==> config.mk <==
export PLATFORM = sky130hd
export DESIGN_NAME = qt_timers
export DESIGN_NICKNAME = d
export VERILOG_FILES = /design/src/qt_pkg.sv /design/src/qt_timers.sv
export SDC_FILE = /design/constraint.sdc
export NUM_CORES = 1
export LEC_CHECK = 0
export BUFFER_PORTS_ARGS = -buffer_cell sky130_fd_sc_hd__clkbuf_2
export CAP_MARGIN = 0
export CORE_ASPECT_RATIO = 1.1
export CORE_MARGIN = 2
export CORE_UTILIZATION = 61
export CTS_CLUSTER_DIAMETER = 60
export DETAILED_ROUTE_END_ITERATION = 8
export PLACE_DENSITY = 0.85
export REMOVE_ABC_BUFFERS = 1
export SLEW_MARGIN = 20
export SYNTH_ARGS = -nofsm -noshare
export SYNTH_HDL_FRONTEND = slang
export SYNTH_SLANG_ARGS = --single-unit
==> constraint.sdc <==
create_clock -name clk -period 9 [get_ports clk]
set_input_delay 0.45 -clock clk [delete_from_list [all_inputs] [get_ports clk]]
set_output_delay 0.45 -clock clk [all_outputs]
set_load 0.01 [all_outputs]
==> src/qt_pkg.sv <==
// Shared constants and types for the four counter/timers.
// Assumes one system clock; all pins arrive asynchronously.
`default_nettype none

package qt_pkg;

  // ----------------------------------------------------------------
  // Divider counts
  // ----------------------------------------------------------------
  localparam logic [5:0] QT_DIV12   = 6'h0C;  // System clock / 12
  localparam logic [5:0] QT_DIV4    = 6'h04;  // System clock / 4
  localparam logic [5:0] QT_DIV48   = 6'h30;  // System clock / 48
  localparam logic [2:0] QT_OSC8_LAST = 3'h7; // Last count of a /8 stage

  // ----------------------------------------------------------------
  // Reset values
  // ----------------------------------------------------------------
  localparam logic [15:0] QT_CNT_RST  = 16'h0000;
  localparam logic [5:0]  QT_DIV_RST  = 6'h00;
  localparam logic [2:0]  QT_OSC_RST  = 3'h0;
  localparam logic [5:0]  QT_FLAG_RST = 6'h00;
  localparam logic [7:0]  QT_PIN_RST  = 8'h00;

  // ----------------------------------------------------------------
  // Pin vector positions and flag positions
  // ----------------------------------------------------------------
  localparam int QT_PIN_CNT0  = 0;
  localparam int QT_PIN_GATE  = 2;
  localparam int QT_PIN_EXT   = 4;
  localparam int QT_PIN_RTC   = 5;
  localparam int QT_PIN_CMP0  = 6;
  localparam int QT_F_TMR0 = 0;
  localparam int QT_F_TMR1 = 1;
  localparam int QT_F_T2L  = 2;
  localparam int QT_F_T2H  = 3;

  // ----------------------------------------------------------------
  // Modes and configuration carriers
  // ----------------------------------------------------------------
  typedef enum logic [1:0] {QT_M_13BIT, QT_M_16BIT, QT_M_RELOAD8, QT_M_SPLIT} qt_mode_t;
  typedef enum logic [1:0] {QT_PS_DIV12, QT_PS_DIV4, QT_PS_DIV48, QT_PS_EXT8} qt_prescale_t;

  typedef struct packed {
    logic     run_bit;
    logic     gate_enable;
    logic     count_mode;
    logic     clk_sys;
    qt_mode_t mode;
  } qt_t01_cfg_t;

  typedef struct packed {
    logic run_bit;
    logic split;
    logic capture;
    logic low_sys;
    logic high_sys;
    logic alt_clk;
    logic alt_cmp;
  } qt_t23_cfg_t;

  typedef struct packed {
    logic        valid;
    logic [1:0]  timer;
    logic        reload;
    logic [15:0] data;
  } qt_load_t;

endpackage : qt_pkg

`default_nettype wire

==> src/qt_timers.sv <==
// Four counter/timers: timers 0/1 (13/16/8-reload/split) and 2/3 (16 or split reload, capture).
// Assumes pins asynchronous to clk; configuration and loads come from clk-domain logic.
//
// Notes on behaviour
// - There are four counter/timers, two of them classic 16-bit timers.
// - Timers 2 and 3 run as one 16-bit or two 8-bit auto-reload timers.
// - Timers 0/1 offer 13-bit, 16-bit and 8-bit reload modes; split mode is timer 0 only.
// - Timers 2 and 3 can capture their count on edges of an alternate clock.
// - Timers 0/1 pick the system clock or the shared prescaled clock.
// - Timers 2 and 3 can run on the system clock or the system clock over 12.
// - Timer 2 can also use the RTC oscillator over 8 or comparator 0.
// - Timer 3 can also use the external oscillator over 8 or comparator 1.
// - In counter mode a count pin falling edge increments the timer once.
// - The prescale field gives /12, /4, /48 or external clock /8.
// - A timer counts only while run is set and gating is off or the gate pin is high; timer 0's split high byte runs on timer 1's run bit alone.
// - In 13-bit mode a wrap from 0x1FFF to zero sets the overflow flag.
// - In 8-bit reload mode a low byte overflow sets the flag and reloads from the high byte.
`default_nettype none

module qt_timers
  import qt_pkg::*;
(
  input  wire logic         clk,
  input  wire logic         rst_b,
  input  wire logic         count_input_pin_0,
  input  wire logic         count_input_pin_1,
  input  wire logic         timer0_gate_input,
  input  wire logic         timer1_gate_input,
  input  wire logic         ext_osc_clk,
  input  wire logic         rtc_osc_clk,
  input  wire logic         comparator0_out,
  input  wire logic         comparator1_out,
  input  wire qt_prescale_t prescale_select_field,
  input  wire qt_t01_cfg_t  t01_cfg [2],
  input  wire qt_t23_cfg_t  t23_cfg [2],
  input  wire qt_load_t     load,
  input  wire logic [5:0]   flag_clear,
  output logic [15:0]       t01_count [2],
  output logic [15:0]       t23_count [2],
  output logic [15:0]       t23_reload [2],
  output logic [5:0]        overflow_flags
);

  // ----------------------------------------------------------------
  // Reset release and pin synchronisers
  // ----------------------------------------------------------------
  logic [1:0] rst_pipe;
  logic       rst_sync_b;
  logic [7:0] pin_raw, pin_s1, pin_s2, pin_s3;
  logic [7:0] pin_fall, pin_rise;

  // Two-stage release of the asynchronous reset
  always_ff @(posedge clk or negedge rst_b) begin
    if (!rst_b) rst_pipe <= 2'h0;
    else        rst_pipe <= {rst_pipe[0], 1'b1};
  end
  assign rst_sync_b = rst_pipe[1];

  assign pin_raw = {comparator1_out, comparator0_out, rtc_osc_clk, ext_osc_clk,
                    timer1_gate_input, timer0_gate_input, count_input_pin_1, count_input_pin_0};

  // Two flops per pin, third stage only for edge detection
  always_ff @(posedge clk or negedge rst_sync_b) begin
    if (!rst_sync_b) begin
      pin_s1 <= QT_PIN_RST;
      pin_s2 <= QT_PIN_RST;
      pin_s3 <= QT_PIN_RST;
    end else begin
      pin_s1 <= pin_raw;
      pin_s2 <= pin_s1;
      pin_s3 <= pin_s2;
    end
  end
  assign pin_fall = pin_s3 & ~pin_s2;
  assign pin_rise = ~pin_s3 & pin_s2;

  // ----------------------------------------------------------------
  // Clock dividers
  // ----------------------------------------------------------------
  logic [5:0] pre_cnt, next_pre_cnt, d12_cnt, next_d12_cnt, pre_lim;
  logic [2:0] ext8, next_ext8, rtc8, next_rtc8;
  logic       pre_tick, d12_tick, ext8_tick, rtc8_tick;
  logic [1:0] osc8_tick;

  // Prescaler, system /12 and the two oscillator /8 stages
  always_comb begin
    unique case (prescale_select_field)
      QT_PS_DIV12: pre_lim = QT_DIV12;
      QT_PS_DIV4:  pre_lim = QT_DIV4;
      QT_PS_DIV48: pre_lim = QT_DIV48;
      QT_PS_EXT8:  pre_lim = QT_DIV12;
    endcase
    next_pre_cnt = (pre_cnt + 6'h01 >= pre_lim) ? QT_DIV_RST : pre_cnt + 6'h01;
    next_d12_cnt = (d12_cnt + 6'h01 >= QT_DIV12) ? QT_DIV_RST : d12_cnt + 6'h01;
    d12_tick     = (d12_cnt + 6'h01 >= QT_DIV12);
    ext8_tick    = pin_rise[QT_PIN_EXT] && (ext8 == QT_OSC8_LAST);
    rtc8_tick    = pin_rise[QT_PIN_RTC] && (rtc8 == QT_OSC8_LAST);
    next_ext8    = ext8 + {2'h0, pin_rise[QT_PIN_EXT]};
    next_rtc8    = rtc8 + {2'h0, pin_rise[QT_PIN_RTC]};
    pre_tick     = (prescale_select_field == QT_PS_EXT8) ? ext8_tick
                                                         : (pre_cnt + 6'h01 >= pre_lim);
  end
  assign osc8_tick = {ext8_tick, rtc8_tick};

  always_ff @(posedge clk or negedge rst_sync_b) begin
    if (!rst_sync_b) begin
      pre_cnt <= QT_DIV_RST;
      d12_cnt <= QT_DIV_RST;
      ext8    <= QT_OSC_RST;
      rtc8    <= QT_OSC_RST;
    end else begin
      pre_cnt <= next_pre_cnt;
      d12_cnt <= next_d12_cnt;
      ext8    <= next_ext8;
      rtc8    <= next_rtc8;
    end
  end

  // ----------------------------------------------------------------
  // Timers 0 and 1
  // ----------------------------------------------------------------
  logic set01_lo [2];
  logic set01_hi [2];

  for (genvar i = 0; i < 2; i++) begin : g_t01
    logic        tmr_tick, cnt_tick, en, ld;
    logic [12:0] v13;
    logic [15:0] next_cnt;

    assign tmr_tick = t01_cfg[i].clk_sys | pre_tick;
    assign cnt_tick = t01_cfg[i].count_mode ? pin_fall[QT_PIN_CNT0 + i] : tmr_tick;
    assign en = t01_cfg[i].run_bit &&
                (!t01_cfg[i].gate_enable || pin_s2[QT_PIN_GATE + i]);
    assign ld = load.valid && (load.timer == 2'(i));

    // Next count per mode; split halts timer 1
    always_comb begin
      v13         = {t01_count[i][15:8], t01_count[i][4:0]};
      next_cnt    = t01_count[i];
      set01_lo[i] = 1'b0;
      set01_hi[i] = 1'b0;
      if (ld) begin
        next_cnt = load.data;
      end else begin
        unique case (t01_cfg[i].mode)
          QT_M_13BIT: if (en && cnt_tick) begin
            v13         = v13 + 13'h0001;
            next_cnt    = {v13[12:5], t01_count[i][7:5], v13[4:0]};
            set01_lo[i] = (v13 == 13'h0000);
          end
          QT_M_16BIT: if (en && cnt_tick) begin
            next_cnt    = t01_count[i] + 16'h0001;
            set01_lo[i] = (t01_count[i] == 16'hFFFF);
          end
          QT_M_RELOAD8: if (en && cnt_tick) begin
            set01_lo[i] = (t01_count[i][7:0] == 8'hFF);
            next_cnt[7:0] = set01_lo[i] ? t01_count[i][15:8] : t01_count[i][7:0] + 8'h01;
          end
          QT_M_SPLIT: if (i == 0) begin
            if (en && cnt_tick) begin
              next_cnt[7:0] = t01_count[i][7:0] + 8'h01;
              set01_lo[i]   = (t01_count[i][7:0] == 8'hFF);
            end
            if (t01_cfg[1].run_bit && tmr_tick) begin
              next_cnt[15:8] = t01_count[i][15:8] + 8'h01;
              set01_hi[i]    = (t01_count[i][15:8] == 8'hFF);
            end
          end
        endcase
      end
    end

    always_ff @(posedge clk or negedge rst_sync_b) begin
      if (!rst_sync_b) t01_count[i] <= QT_CNT_RST;
      else             t01_count[i] <= next_cnt;
    end

  end

  // ----------------------------------------------------------------
  // Timers 2 and 3
  // ----------------------------------------------------------------
  logic set23_lo [2];
  logic set23_hi [2];

  for (genvar j = 0; j < 2; j++) begin : g_t23
    logic        alt_tick, lo_tick, hi_tick, ld;
    logic [15:0] next_cnt, next_rl;

    assign alt_tick = t23_cfg[j].alt_cmp ? pin_rise[QT_PIN_CMP0 + j] : osc8_tick[j];
    assign lo_tick  = t23_cfg[j].low_sys ||
                      ((t23_cfg[j].alt_clk && !t23_cfg[j].capture) ? alt_tick : d12_tick);
    assign hi_tick  = t23_cfg[j].high_sys || (t23_cfg[j].alt_clk ? alt_tick : d12_tick);
    assign ld = load.valid && (load.timer == 2'(j + 2));

    // Split reload, 16-bit reload, or free run with capture
    always_comb begin
      next_cnt    = t23_count[j];
      next_rl     = t23_reload[j];
      set23_lo[j] = 1'b0;
      set23_hi[j] = 1'b0;
      if (t23_cfg[j].run_bit) begin
        if (t23_cfg[j].split) begin
          if (lo_tick) begin
            set23_lo[j]   = (t23_count[j][7:0] == 8'hFF);
            next_cnt[7:0] = set23_lo[j] ? t23_reload[j][7:0] : t23_count[j][7:0] + 8'h01;
          end
          if (hi_tick) begin
            set23_hi[j]    = (t23_count[j][15:8] == 8'hFF);
            next_cnt[15:8] = set23_hi[j] ? t23_reload[j][15:8] : t23_count[j][15:8] + 8'h01;
          end
        end else if (lo_tick) begin
          set23_hi[j] = (t23_count[j] == 16'hFFFF);
          next_cnt    = (set23_hi[j] && !t23_cfg[j].capture) ? t23_reload[j]
                                                             : t23_count[j] + 16'h0001;
        end
        if (t23_cfg[j].capture && !t23_cfg[j].split && alt_tick) begin
          next_rl     = t23_count[j];
          set23_lo[j] = 1'b1;
        end
      end
      if (ld && !load.reload) next_cnt = load.data;
      if (ld && load.reload)  next_rl  = load.data;
    end

    always_ff @(posedge clk or negedge rst_sync_b) begin
      if (!rst_sync_b) begin
        t23_count[j]  <= QT_CNT_RST;
        t23_reload[j] <= QT_CNT_RST;
      end else begin
        t23_count[j]  <= next_cnt;
        t23_reload[j] <= next_rl;
      end
    end

  end

  // ----------------------------------------------------------------
  // Overflow flags: hardware set wins over a same-cycle clear
  // ----------------------------------------------------------------
  logic [5:0] flag_set, next_flags;

  always_comb begin
    flag_set            = QT_FLAG_RST;
    flag_set[QT_F_TMR0] = set01_lo[0];
    flag_set[QT_F_TMR1] = set01_lo[1] | set01_hi[0];
    for (int k = 0; k < 2; k++) begin
      flag_set[QT_F_T2L + 2 * k] = set23_lo[k];
      flag_set[QT_F_T2H + 2 * k] = set23_hi[k];
    end
    next_flags = (overflow_flags & ~flag_clear) | flag_set;
  end

  always_ff @(posedge clk or negedge rst_sync_b) begin
    if (!rst_sync_b) overflow_flags <= QT_FLAG_RST;
    else             overflow_flags <= next_flags;
  end
endmodule : qt_timers

`default_nettype wire

==> PnR_summary.wiki, run 1 <==
{| class="wikitable"
! Metric !! Value
|-
| Worst-path cell chain || and3_1 > nand3_1 > xnor2_1 > ha_1 > o211ai_1 > a31oi_1 > o21ai_1 > a2111oi_4 > and2b_1 > mux2i_1 > o21ai_0
|-
| Starting density of the core || 62.8%
|-
| Synthesized area per cell || 8.57 um^2
|-
| Via/cell ratio || 6.32
|-
| Hold violation count in the final report || 0
|-
| TritonCTS clock tree || done
|-
| First-pass GRT wire length || 41300 um
|-
| Unique cell type count in the Yosys netlist || 81
|-
| Share of synthesized flip-flops with an asynchronous set or reset || 100%
|-
| Gate Count Post-Synth || 1063
|-
| Fraction of the yosys area taken by sequential cells || 39.5%
|-
| Largest area contributor in the synthesized netlist || sky130_fd_sc_hd__dfrtp_1
|-
| Most heavily used metal layer in global routing || met2
|-
| Share of final-layout standard cells stronger than drive strength 1 || 19.0%
|-
| Number of pins exceeding their max-slew limit in the final report || 0
|-
| Setup slack on the worst flop-to-flop path || 5.79 ns
|-
| Gr usage total || 32.4%
|-
| Most common cell after layout, fill and taps aside || sky130_fd_sc_hd__clkbuf_2
|-
| CP max stage cell || sky130_fd_sc_hd__a2111oi_4
|-
| Insertion delay to the later sink of the worst-skew pair || 0.43 ns
|-
| DP Cell Count || 1360
|-
| Maximum single-stage delay on the critical path || 0.67 ns
|-
| Sum of overflow across all layers after global routing || 0
|-
| I/O Buffers || 165
|-
| Setup TNS after final layout || 0 ns
|-
| Initial antenna violation count || 0
|-
| Met1 Track Usage GR || 44.0%
|-
| Average routed wire per standard cell || 18.4 um
|-
| Clock slew at reported path FFs || 0.06 ns
|-
| Register bit total from synthesis || 144
|-
| Share of the synthesized netlist area taken by xor and xnor gates || 4.33%
|-
| Tightest hold margin || 0.126 ns
|-
| Leading cell types in the layout, fill and taps excluded || sky130_fd_sc_hd__clkbuf_2 (165), sky130_fd_sc_hd__dfrtp_1 (143), sky130_fd_sc_hd__nand2_1 (116), sky130_fd_sc_hd__nor2_1 (115), sky130_fd_sc_hd__a21oi_1 (90)
|-
| Number of setup buffers added after CTS || 0
|-
| Number of global-route vias before repair || 8193
|-
| Area share of fa/ha/maj cells after synthesis || 3.57%
|-
| Warnings, synthesis || 0
|-
| Clock Power Share || 25.4%
|-
| Critical path class || flop to flop
|-
| Relative contribution of sequential cells to total power || 42.4%
|-
| Top flip-flop cell by instance count after synthesis || sky130_fd_sc_hd__dfrtp_1
|-
| Worst min-delay path class || input pin to flop
|-
| Clock tree buffer depth || 2
|-
| Final GP Congestion || 0.947
|-
| Crit Reg-Reg Startpoint || pre_cnt[0]
|-
| Core ar. || 14500 um^2
|-
| Max VDD drop || 0.000151 V
|-
| Maximum capacitance violations || 0
|-
| Leakage || 4.60 nW
|-
| Fmax || 0.311 GHz
|-
| Height of the chip || 132 um
|-
| Number of placement rows || 46
|-
| Hold-fix buffer count after cts || 1
|-
| Final HPWL from detailed placement || 17900 um
|-
| Clock skew after layout || 0.0102 ns
|-
| Cell at the root of the clock tree || sky130_fd_sc_hd__clkbuf_16
|-
| First-pass iteration count of the detailed router || 5
|-
| Logic pwr share || 32.2%
|-
| Antenna violation net count after detailed routing || 0
|-
| Normalized max-slew margin || 28.1%
|-
| Main area contributors after synthesis || sky130_fd_sc_hd__dfrtp_1 (40%), sky130_fd_sc_hd__a21oi_1 (4.9%), sky130_fd_sc_hd__nand2_1 (4.8%)
|-
| Combinational family with the most area after synthesis || simple AND/OR/NAND/NOR gates
|-
| Power per cell area || 247 nW/um^2
|-
| Crit end category || flop
|-
| Internal Dissipation || 1.58 mW
|-
| Die footprint || 15900 um^2
|-
| Final setup violation count || 0
|-
| Routing usage on met3 || 6.14%
|-
| Horiz. Die Dim || 121 um
|-
| Final Non-Filler Cells || 1393
|-
| Run status || completed
|-
| Cts bufs inserted || 17
|-
| Psw || 1.03 mW
|-
| Antenna fix cells || 0
|-
| Area growth from synthesis to layout || 15.8%
|-
| Post-layout nets || 1278
|-
| Final critical-path share of the clock period || 35.7%
|-
| Switching share of power || 39.5%
|-
| Fraction of the mapped netlist area in compound gates || 20.6%
|-
| Start point of the critical path || pre_cnt[0]
|-
| Unrepaired setup endpoints after global routing || false
|-
| H-tree depth || 4
|-
| Routed wire length || 25700 um
|-
| I/O pin cnt || 166
|-
| Required time reported for the critical path endpoint || 9.27 ns
|-
| Initial DRC Count || 998
|-
| Largest net degree at the start of global routing || 82
|-
| Final routed DRC violation total || 0
|-
| Worst Tran Pin Value || 1.08 ns
|-
| Crit start category || flop
|-
| Number of cells upsized or downsized after cts || 0
|-
| Min Clock Period, post-route || 3.21 ns
|-
| Fraction of the mapped netlist area in simple logic gates || 22.2%
|-
| Sinks on the clock net || 144
|-
| Via count of the routed design || 8801
|-
| Total standard cell area after synthesis || 9110 um^2
|-
| Data arrival time of the critical path || 3.49 ns
|-
| Worst Hold Launch || comparator0_out
|-
| Mux cell area share after synthesis || 5.59%
|-
| Largest fanout of any net on the critical path || 11
|-
| Post-synth EDFFs || 0
|-
| Top cell type's share of synthesized area || 39.5%
|-
| M2 GR Usage || 49.6%
|}
-- state kept, by name, indices dropped and copies added, names as in the netlist --
register / flops
pin_s3: 6
d12_cnt: 6
rst_pipe: 2
ext8: 3
pin_s1: 8
pin_s2: 8
t23_reload: 32
overflow_flags: 6
t01_count: 32
t23_count: 32
pre_cnt: 6
rtc8: 3
-- synth_stat cells, drive strengths merged (26+ instances only) --
cell type	n
inv	26
clkbuf	54
a21oi	91
nand2	116
mux2i	43
a31oi	27
nor2	116
dfrtp	144
ha	26
o21ai	63
nand3	43
-- final cells by class --
class                           instances  area [um^2]
Multi-Input combinational cell        828         5180
Fill cell                            1143         3950
Sequential cell                       144         3610
Timing Repair Buffer                  171          877
Clock buffer                           22          474
Tap cell                              192          240
Inverter                               26         97.6
Clock inverter                         10         77.6
-- final timing paths --
kind,end,cells after the start
hold / removal,pin_s1[6],1
max in group asynchronous,ext8[0],1
hold reg to reg,pin_s2[0],0
setup reg to reg,t01_count[22],11
min in group asynchronous,rst_pipe[1],2
setup / recovery,t01_count[22],11
-- metal layers --
metal  wire (um)  share of wire [%]
met5           0                  0
met4        1050                4.1
met3        1930                7.5
met2       12000                 47
met1       10700                 42
-- through the flow --
step	util, %	power, mW	worst slack, ns	cell area (um^2)
global placement	68.8	1.89	5.65	9970
CTS	72.6	2.59	5.44	10500
detailed placement	68.8	1.93	5.47	9970
finish	72.8	2.60	5.79	10600
floorplan	-	1.58	4.69	8840
global route	72.8	2.76	5.45	10600
-- critical path, delay by kind of cell (launching register included) --
| kind | cells | cell delay, ns |
|---|---|---|
| flip-flops | 1 | 0.39 |
| adder cells (fa/ha/maj) | 1 | 0.32 |
| AO/OA/AOI/OAI | 5 | 1.36 |
| XOR/XNOR | 1 | 0.15 |
| AND/OR/NAND/NOR | 3 | 0.63 |
| multiplexers | 1 | 0.20 |
-- kinds of logic (layout without fill, tap and decap cells) --
logic type	after synthesis	count (layout)
simple gates	413	413
compound gates	291	291
flops	144	144
buf+inv	92	229
mux	50	50
xor+xnor	45	45
fa+ha+maj	26	26
other cells	2	3
-- power groups by stage --
stage	sequential [mW]	combinational, mW	clock (mW)
after floorplan	1.10	0.482	0
after global placement	1.10	0.799	0
after detailed placement	1.10	0.826	0
after CTS	1.09	0.836	0.665
after global routing	1.13	0.929	0.693
final	1.10	0.838	0.661
Note: power is estimated with default switching activity, not from simulation.
==> inputs of run 2 (changes only) <==
Settings changed: CORE_UTILIZATION 61 to 57, PLACE_DENSITY 0.85 to 0.8.
Clock period 9 ns to 3.3 ns, I/O delays scaled along.
==> run 2 against run 1 <==
Against the previous run:
- wire length is 4.2% higher
- sequential share of layout area is 0.80 points lower
- clock skew is 0.00087 ns higher
- first-iteration DRC count is 15% lower
- worst setup slack worse by 5.5 ns
- worst hold slack worse by 0.096 ns
- fmax is 6.4% higher
- critical endpoint is now t01_count[2]
- highest routed layer unchanged
==> PnR_summary.wiki, run 2 (synthesis gave the netlist of run 1 again) <==
{| class="wikitable"
! Metric !! Value
|-
| Run status || completed
|-
| Share of final-layout standard cells stronger than drive strength 1 || 19.6% (+0.62 points)
|-
| Hold violation count in the final report || 0 (unchanged)
|-
| Crit start category || flop
|-
| H-tree depth || 4 (unchanged)
|-
| Gr usage total || 31.9% (-0.48 points)
|-
| Worst min-delay path class || input pin to flop
|-
| Largest registers in the final layout || t01_count (32), t23_count (32), t23_reload (32)
|-
| Number of pins exceeding their max-slew limit in the final report || 0 (unchanged)
|-
| Routed wire length || 26700 um (+4.2%)
|-
| Number of global-route vias before repair || 8394 (+2.5%)
|-
| TritonCTS clock tree || done
|-
| I/O pin cnt || 166 (unchanged)
|-
| End of the worst register-to-register path || t01_count[2]
|-
| Maximum single-stage delay on the critical path || 0.44 ns (-0.23 ns)
|-
| Leakage || 4.72 nW (+2.6%)
|-
| Via count of the routed design || 8942 (+1.6%)
|-
| Start point of the critical path || pre_cnt[0]
|-
| Final critical-path share of the clock period || 91.6% (+56 points)
|-
| Required time reported for the critical path endpoint || 3.65 ns (-5.62 ns)
|-
| Min Clock Period, post-route || 3.02 ns (-0.193 ns)
|-
| Depth of the worst register-to-register path || 11 (unchanged)
|-
| Maximum capacitance violations || 0 (unchanged)
|-
| Most common cell after layout, fill and taps aside || sky130_fd_sc_hd__clkbuf_2
|-
| Most frequent cell on the critical path || sky130_fd_sc_hd__a31oi_1
|-
| Via/cell ratio || 6.30 (-0.26%)
|-
| CP Capture Point || t01_count[2]
|-
| Average routed wire per standard cell || 18.8 um (+2.3%)
|-
| Power per cell area || 686 nW/um^2 (+180%)
|-
| CP max stage cell || sky130_fd_sc_hd__or3_1
|-
| Clock slew at reported path FFs || 0.06 ns (about the same)
|-
| Crit Reg-Reg Startpoint || pre_cnt[0]
|-
| Critical path class || flop to flop
|-
| Largest fanout of any net on the critical path || 9 (-2)
|-
| Max VDD drop || 0.000433 V (+190%)
|-
| Normalized max-slew margin || 27.5% (-0.66 points)
|-
| Area growth from synthesis to layout || 18.6%
|-
| Antenna fix cells || 0 (unchanged)
|-
| Cell at the root of the clock tree || sky130_fd_sc_hd__clkbuf_16
|-
| Leading cell types in the layout, fill and taps excluded || sky130_fd_sc_hd__clkbuf_2 (165), sky130_fd_sc_hd__dfrtp_1 (143), sky130_fd_sc_hd__nand2_1 (116), sky130_fd_sc_hd__nor2_1 (115), sky130_fd_sc_hd__a21oi_1 (90)
|-
| Final routed DRC violation total || 0 (unchanged)
|-
| Height of the chip || 137 um (+3.3%)
|-
| Core utilization of the finished layout || 68.9% (-3.8 points)
|-
| Setup TNS after final layout || 0 ns (unchanged)
|-
| Fill cell count || 1285 (+12%)
|-
| Starting density of the core || 58.1% (-4.7 points)
|-
| Initial antenna violation count || 0 (unchanged)
|-
| Fmax || 0.331 GHz (+6.4%)
|-
| Number of placement rows || 48 (+4.3%)
|-
| Worst-path cell chain || and3_1 > nand3_1 > xnor2_1 > ha_1 > o211ai_1 > a31oi_1 > nor4b_2 > nor2_1 > o31ai_1 > or3_1 > a31oi_1
|-
| Sinks on the clock net || 144 (unchanged)
|-
| Cts bufs inserted || 17 (unchanged)
|-
| Clock tree buffer depth || 2 (unchanged)
|-
| First-pass iteration count of the detailed router || 9 (+4)
|-
| Sum of overflow across all layers after global routing || 0 (unchanged)
|-
| Horiz. Die Dim || 125 um (+3.3%)
|-
| Unrepaired setup endpoints after global routing || false
|-
| Setup slack on the worst flop-to-flop path || 0.28 ns (-5.51 ns)
|-
| Final setup violation count || 0 (unchanged)
|-
| Largest net degree at the start of global routing || 46 (-44%)
|-
| Crit end category || flop
|-
| Antenna violation net count after detailed routing || 0 (unchanged)
|-
| Initial DRC Count || 852 (-15%)
|-
| Worst Tran Pin Value || 1.08 ns (+0.000724 ns)
|-
| Clock skew after layout || 0.0110 ns (+0.000875 ns)
|-
| Final GP Congestion || 0.952 (+0.47%)
|-
| Final HPWL from detailed placement || 18700 um (+4.5%)
|-
| Core ar. || 15700 um^2 (+8.1%)
|-
| I/O Buffers || 165 (unchanged)
|-
| First-pass GRT wire length || 43400 um (+5.3%)
|-
| Die footprint || 17000 um^2 (+6.8%)
|-
| Data arrival time of the critical path || 3.37 ns (-0.12 ns)
|-
| Post-layout nets || 1296 (+1.4%)
|-
| Insertion delay to the later sink of the worst-skew pair || 0.43 ns (about the same)
|-
| Tightest hold margin || 0.0299 ns (-0.0960 ns)
|-
| Number of setup buffers added after CTS || 0 (unchanged)
|}
run 2: changes by cell type in the layout (fill, tap and decap cells not counted), moves of 2 or more:
cell | previous run | this run
sky130_fd_sc_hd__buf_4 | 4 | 13
sky130_fd_sc_hd__clkinv_2 | 2 | 0
sky130_fd_sc_hd__bufinv_16 | 0 | 4
sky130_fd_sc_hd__dlygate4sd3_1 | 1 | 11
sky130_fd_sc_hd__clkbuf_1 | 2 | 0
sky130_fd_sc_hd__clkbuf_8 | 3 | 1
run 2: power breakdown:
part / internal [mW] / total [mW] / switching (mW) / leakage [nW]
Clock: 1.30 / 2.10 / 0.798 / 0.304
Sequential: 2.22 / 3.02 / 0.795 / 1.70
Combinational: 1.05 / 2.31 / 1.25 / 2.71
Total: 4.57 / 7.42 / 2.84 / 4.72
run 2: area by class of cell:
cell class / count / area, um^2 / area share, %
multi-input combinational: 828 / 5180 / 47.9
sequential: 144 / 3610 / 33.4
timing repair buffer: 189 / 1030 / 9.56
clock buffer: 18 / 439 / 4.06
inverter: 26 / 97.6 / 0.903
tap: 200 / 250 / 2.32
clock inverter: 14 / 204 / 1.89
run 2: worst min-delay path by stage:
stage | startpoint | endpoint | cells past startpoint
2_1_floorplan | rst_b | rst_pipe[0] | 0
3_3_place_gp | rst_b | rst_pipe[0] | 1
3_5_place_dp | rst_b | rst_pipe[0] | 1
4_1_cts | flag_clear[4] | overflow_flags[4] | 4
5_1_grt | flag_clear[4] | overflow_flags[4] | 4
6_report | flag_clear[4] | overflow_flags[4] | 4
run 2: critical path, delay by kind of cell (launching register included):
family / cells / cell delay (ns)
compound gates: 4 / 0.90
flops: 1 / 0.39
fa+ha+maj: 1 / 0.30
xor+xnor: 1 / 0.14
simple gates: 5 / 1.20
run 2: timing repair:
item | 4_1_cts | 5_1_grt
gates resized for setup | 0 | 1
hold endpoints to repair | 12 | 0
endpoints found under the setup margin | 0 | 6
hold buffers | 11 | 0
run 2: metal layers:
metal	GRT usage, %	vias up	wire length (um)
met3	6.57	73	2310
li1	-	4152	-
met1	41.0	4260	10600
met4	13.3	0	949
met2	53.1	457	12900
met5	0	-	0
run 2: through the flow:
stage               total power [mW]  instances  setup slack [ns]  area, um^2
floorplan                       4.31        998             -1.01        8840
global placement                5.19       1376             0.267       10000
detailed placement              5.29       1376             0.143       10000
CTS                             7.41       1419             0.104       10800
global route                    7.88       1419            0.0173       10800
finish                          7.42       1419             0.278       10800
==> inputs of run 3 (changes only) <==
Settings changed: ABC_AREA set to 1, CORE_UTILIZATION 57 to 55, PLACE_DENSITY 0.8 to 0.75.
==> run 3 against run 2 <==
Against the previous run:
- die area rose by 18%
- power rose by 7.7%
- sequential share of layout area fell by 3.9 points
- fmax rose by 5.1%
- clock power fell by 8%
- synthesized cell count rose by 49%
- cell count rose by 42%
- via count rose by 26%
- core utilization fell by 3.0 points
- area after synthesis rose by 15%
- sequential power rose by 2%
==> PnR_summary.wiki, run 3 <==
{| class="wikitable"
! Metric !! Value
|-
| I/O Buffers || 165 (unchanged)
|-
| Buffers and inverters on the worst path || 2 (+2)
|-
| Height of the chip || 149 um (+8.8%)
|-
| Most frequent cell on the critical path || sky130_fd_sc_hd__nand2_1
|-
| Crit-path leading delay family || simple AND/OR/NAND/NOR gates
|-
| Placed Area || 11500 um^2 (+14%)
|-
| Leakage || 6.52 nW (+38%)
|-
| Worst Tran Pin Value || 0.657 ns (-0.421 ns)
|-
| Hold violation count in the final report || 0 (unchanged)
|-
| H-tree depth || 4 (unchanged)
|-
| Sinks on the clock net || 144 (unchanged)
|-
| Crit end category || flop
|-
| End of the worst register-to-register path || t01_count[29]
|-
| Min Clock Period, post-route || 2.88 ns (-0.146 ns)
|-
| Horiz. Die Dim || 135 um (+8.7%)
|-
| CP max stage cell || sky130_fd_sc_hd__dfrtp_1
|-
| Run status || completed
|-
| Share of final-layout standard cells stronger than drive strength 1 || 15.4% (-4.2 points)
|-
| Unique cell type count in the Yosys netlist || 48 (-41%)
|-
| Hold path depth || 4 (unchanged)
|-
| Worst min-delay path class || input pin to flop
|-
| Commonest cells in the netlist || sky130_fd_sc_hd__nand2_1 (507), sky130_fd_sc_hd__inv_1 (179), sky130_fd_sc_hd__nor2_1 (176)
|-
| Cts bufs inserted || 17 (unchanged)
|-
| Final non-filler cell area || 12200 um^2 (+13%)
|-
| First-pass iteration count of the detailed router || 7 (-2)
|-
| Worst-path cell chain || ha_1 > nand3_1 > xor2_1 > inv_1 > ha_1 > nand2_1 > inv_1 > nand3_1 > nand3_2 > nand2_1 > nand3_1 > a21oi_2 > nand2_1 > nand2_1 > nand2_1
|-
| Leading cell types in the layout, fill and taps excluded || sky130_fd_sc_hd__nand2_1 (507), sky130_fd_sc_hd__inv_1 (179), sky130_fd_sc_hd__nor2_1 (176), sky130_fd_sc_hd__clkbuf_2 (165), sky130_fd_sc_hd__nand3_1 (164)
|-
| Number of pins exceeding their max-slew limit in the final report || 0 (unchanged)
|-
| Maximum single-stage delay on the critical path || 0.42 ns (-0.02 ns)
|-
| Critical path class || flop to flop
|-
| Clock tree buffer depth || 2 (unchanged)
|-
| Setup slack on the worst flop-to-flop path || 0.42 ns (+0.15 ns)
|-
| Gr usage total || 33.3% (+1.4 points)
|-
| Crit start category || flop
|-
| Fill cell count || 1743 (+36%)
|-
| Final critical-path share of the clock period || 87.1% (-4.4 points)
|-
| Worst Hold Launch || flag_clear[1]
|-
| Largest registers in the final layout || t01_count (32), t23_count (32), t23_reload (32)
|-
| Hold-fix buffer count after cts || 15 (+4)
|-
| Most common cell after layout, fill and taps aside || sky130_fd_sc_hd__nand2_1
|-
| Area growth from synthesis to layout || 17.0%
|-
| Synthesized area per cell || 6.60 um^2 (-23%)
|-
| Register bit total from synthesis || 144 (unchanged)
|-
| Largest fanout of any net on the critical path || 9 (unchanged)
|-
| Terminating pin of the worst hold path || overflow_flags[1]
|-
| Warnings, synthesis || 0 (unchanged)
|-
| Top flip-flop cell by instance count after synthesis || sky130_fd_sc_hd__dfrtp_1
|-
| Final routed DRC violation total || 0 (unchanged)
|-
| Routed wire length || 33200 um (+24%)
|-
| Maximum capacitance violations || 0 (unchanged)
|-
| Crit Reg-Reg Startpoint || pre_cnt[0]
|-
| Insertion delay to the later sink of the worst-skew pair || 0.43 ns (about the same)
|-
| Die footprint || 20100 um^2 (+18%)
|-
| Core utilization of the finished layout || 66.0% (-3.0 points)
|-
| Final HPWL from detailed placement || 24400 um (+30%)
|-
| Normalized max-slew margin || 56.2% (+29 points)
|-
| Antenna violation net count after detailed routing || 0 (unchanged)
|-
| Total standard cell area after synthesis || 10500 um^2 (+15%)
|-
| Largest area contributor in the synthesized netlist || sky130_fd_sc_hd__dfrtp_1
|-
| Core ar. || 18500 um^2 (+18%)
|-
| Gate Count Post-Synth || 1584 (+49%)
|-
| Required time reported for the critical path endpoint || 3.62 ns (-0.03 ns)
|-
| Clock skew after layout || 0.0106 ns (-0.000475 ns)
|-
| Top cell type's share of synthesized area || 34.5% (-5.1 points)
|-
| Final GP Congestion || 0.946 (-0.61%)
|-
| Final setup violation count || 0 (unchanged)
|-
| Share of synthesized flip-flops with an asynchronous set or reset || 100% (unchanged)
|-
| Max VDD drop || 0.000422 V (-2.6%)
|-
| Post-layout nets || 1844 (+42%)
|-
| Average routed wire per standard cell || 16.5 um (-12%)
|-
| Cell at the root of the clock tree || sky130_fd_sc_hd__clkbuf_16
|-
| Data arrival time of the critical path || 3.19 ns (-0.18 ns)
|-
| Fmax || 0.348 GHz (+5.1%)
|-
| Initial antenna violation count || 1 (+1)
|-
| Initial DRC Count || 962 (+13%)
|-
| Starting density of the core || 56.4% (-1.8 points)
|-
| Clock slew at reported path FFs || 0.06 ns (about the same)
|-
| Unrepaired setup endpoints after global routing || false
|-
| Number of placement rows || 52 (+8.3%)
|-
| Number of cells upsized or downsized after cts || 0 (unchanged)
|-
| TritonCTS clock tree || done
|-
| Most common cell in the synthesized netlist || sky130_fd_sc_hd__nand2_1
|-
| Depth of the worst register-to-register path || 15 (+4)
|-
| Sum of overflow across all layers after global routing || 0 (unchanged)
|-
| Setup TNS after final layout || 0 ns (unchanged)
|-
| I/O pin cnt || 166 (unchanged)
|-
| Main area contributors after synthesis || sky130_fd_sc_hd__dfrtp_1 (34%), sky130_fd_sc_hd__nand2_1 (18%), sky130_fd_sc_hd__nand3_1 (7.9%)
|-
| Largest net degree at the start of global routing || 53 (+15%)
|-
| Post-synth EDFFs || 0 (unchanged)
|-
| Tightest hold margin || 0.0103 ns (-0.0196 ns)
|-
| Power per cell area || 653 nW/um^2 (-4.9%)
|-
| Via/cell ratio || 5.60 (-11%)
|-
| First-pass GRT wire length || 52300 um (+20%)
|-
| Via count of the routed design || 11300 (+26%)
|-
| Number of global-route vias before repair || 10300 (+23%)
|-
| Number of setup buffers added after CTS || 0 (unchanged)
|-
| Fraction of the yosys area taken by sequential cells || 34.5% (-5.1 points)
|}
## run 3: layout make-up
| class | instances | area [um^2] | area share (%) |
|---|---|---|---|
| clock buffer | 21 | 480 | 3.93 |
| antenna | 1 | 2.50 | 0.0205 |
| sequential | 144 | 3610 | 29.5 |
| inverter | 187 | 702 | 5.74 |
| timing repair buffer | 193 | 1100 | 8.98 |
| clock inverter | 11 | 105 | 0.859 |
| multi-input combinational | 1211 | 5930 | 48.5 |
| tap | 243 | 304 | 2.49 |
## run 3: metal layers
metal  GRT usage [%]  share of wire (%)  routed length [um]
met5               0                  0                   0
met4            14.4                3.8                1250
met3            6.75                9.2                3060
met2            53.1                 45               14900
met1            44.2                 42               13900
## run 3: cells by family after synthesis
kind of cell | Yosys count | synth area share, %
AND/OR/NAND/NOR | 936 | 38.9
flip-flops | 144 | 34.5
other | 2 | 0.0718
buffers and inverters | 230 | 8.80
XOR/XNOR | 31 | 2.60
adder cells (fa/ha/maj) | 26 | 3.11
AO/OA/AOI/OAI | 215 | 12.0
## run 3: power by group
part / switching (mW) / leakage (nW) / internal [mW]
Sequential: 0.834 / 1.80 / 2.25
Clock: 0.813 / 0.283 / 1.12
Combinational: 1.81 / 4.44 / 1.15
Total: 3.46 / 6.52 / 4.53
## run 3: worst min-delay path, cell delays in order
cell,delay [ns]
sky130_fd_sc_hd__clkbuf_2,0.08
sky130_fd_sc_hd__o21ai_0,0.06
sky130_fd_sc_hd__inv_1,0.05
sky130_fd_sc_hd__nand2_1,0.04
## run 3: worst max-delay path by stage
stage	cells after the start	end	start
2_1_floorplan	0	d12_cnt[0]	rst_pipe[1]
3_3_place_gp	15	t01_count[27]	pre_cnt[0]
3_5_place_dp	15	t01_count[29]	pre_cnt[0]
4_1_cts	15	t01_count[29]	pre_cnt[0]
5_1_grt	15	t01_count[29]	pre_cnt[0]
6_report	15	t01_count[29]	pre_cnt[0]
## run 3: stage by stage
step | power (mW) | std cells | setup WS [ns]
6_report | 7.99 | 2011 | 0.424
5_1_grt | 8.53 | 2011 | 0.210
4_1_cts | 7.97 | 2010 | 0.446
3_5_place_dp | 6.02 | 1963 | 0.453
3_3_place_gp | 5.96 | 1963 | 0.580
2_1_floorplan | 4.80 | 1542 | -1.01
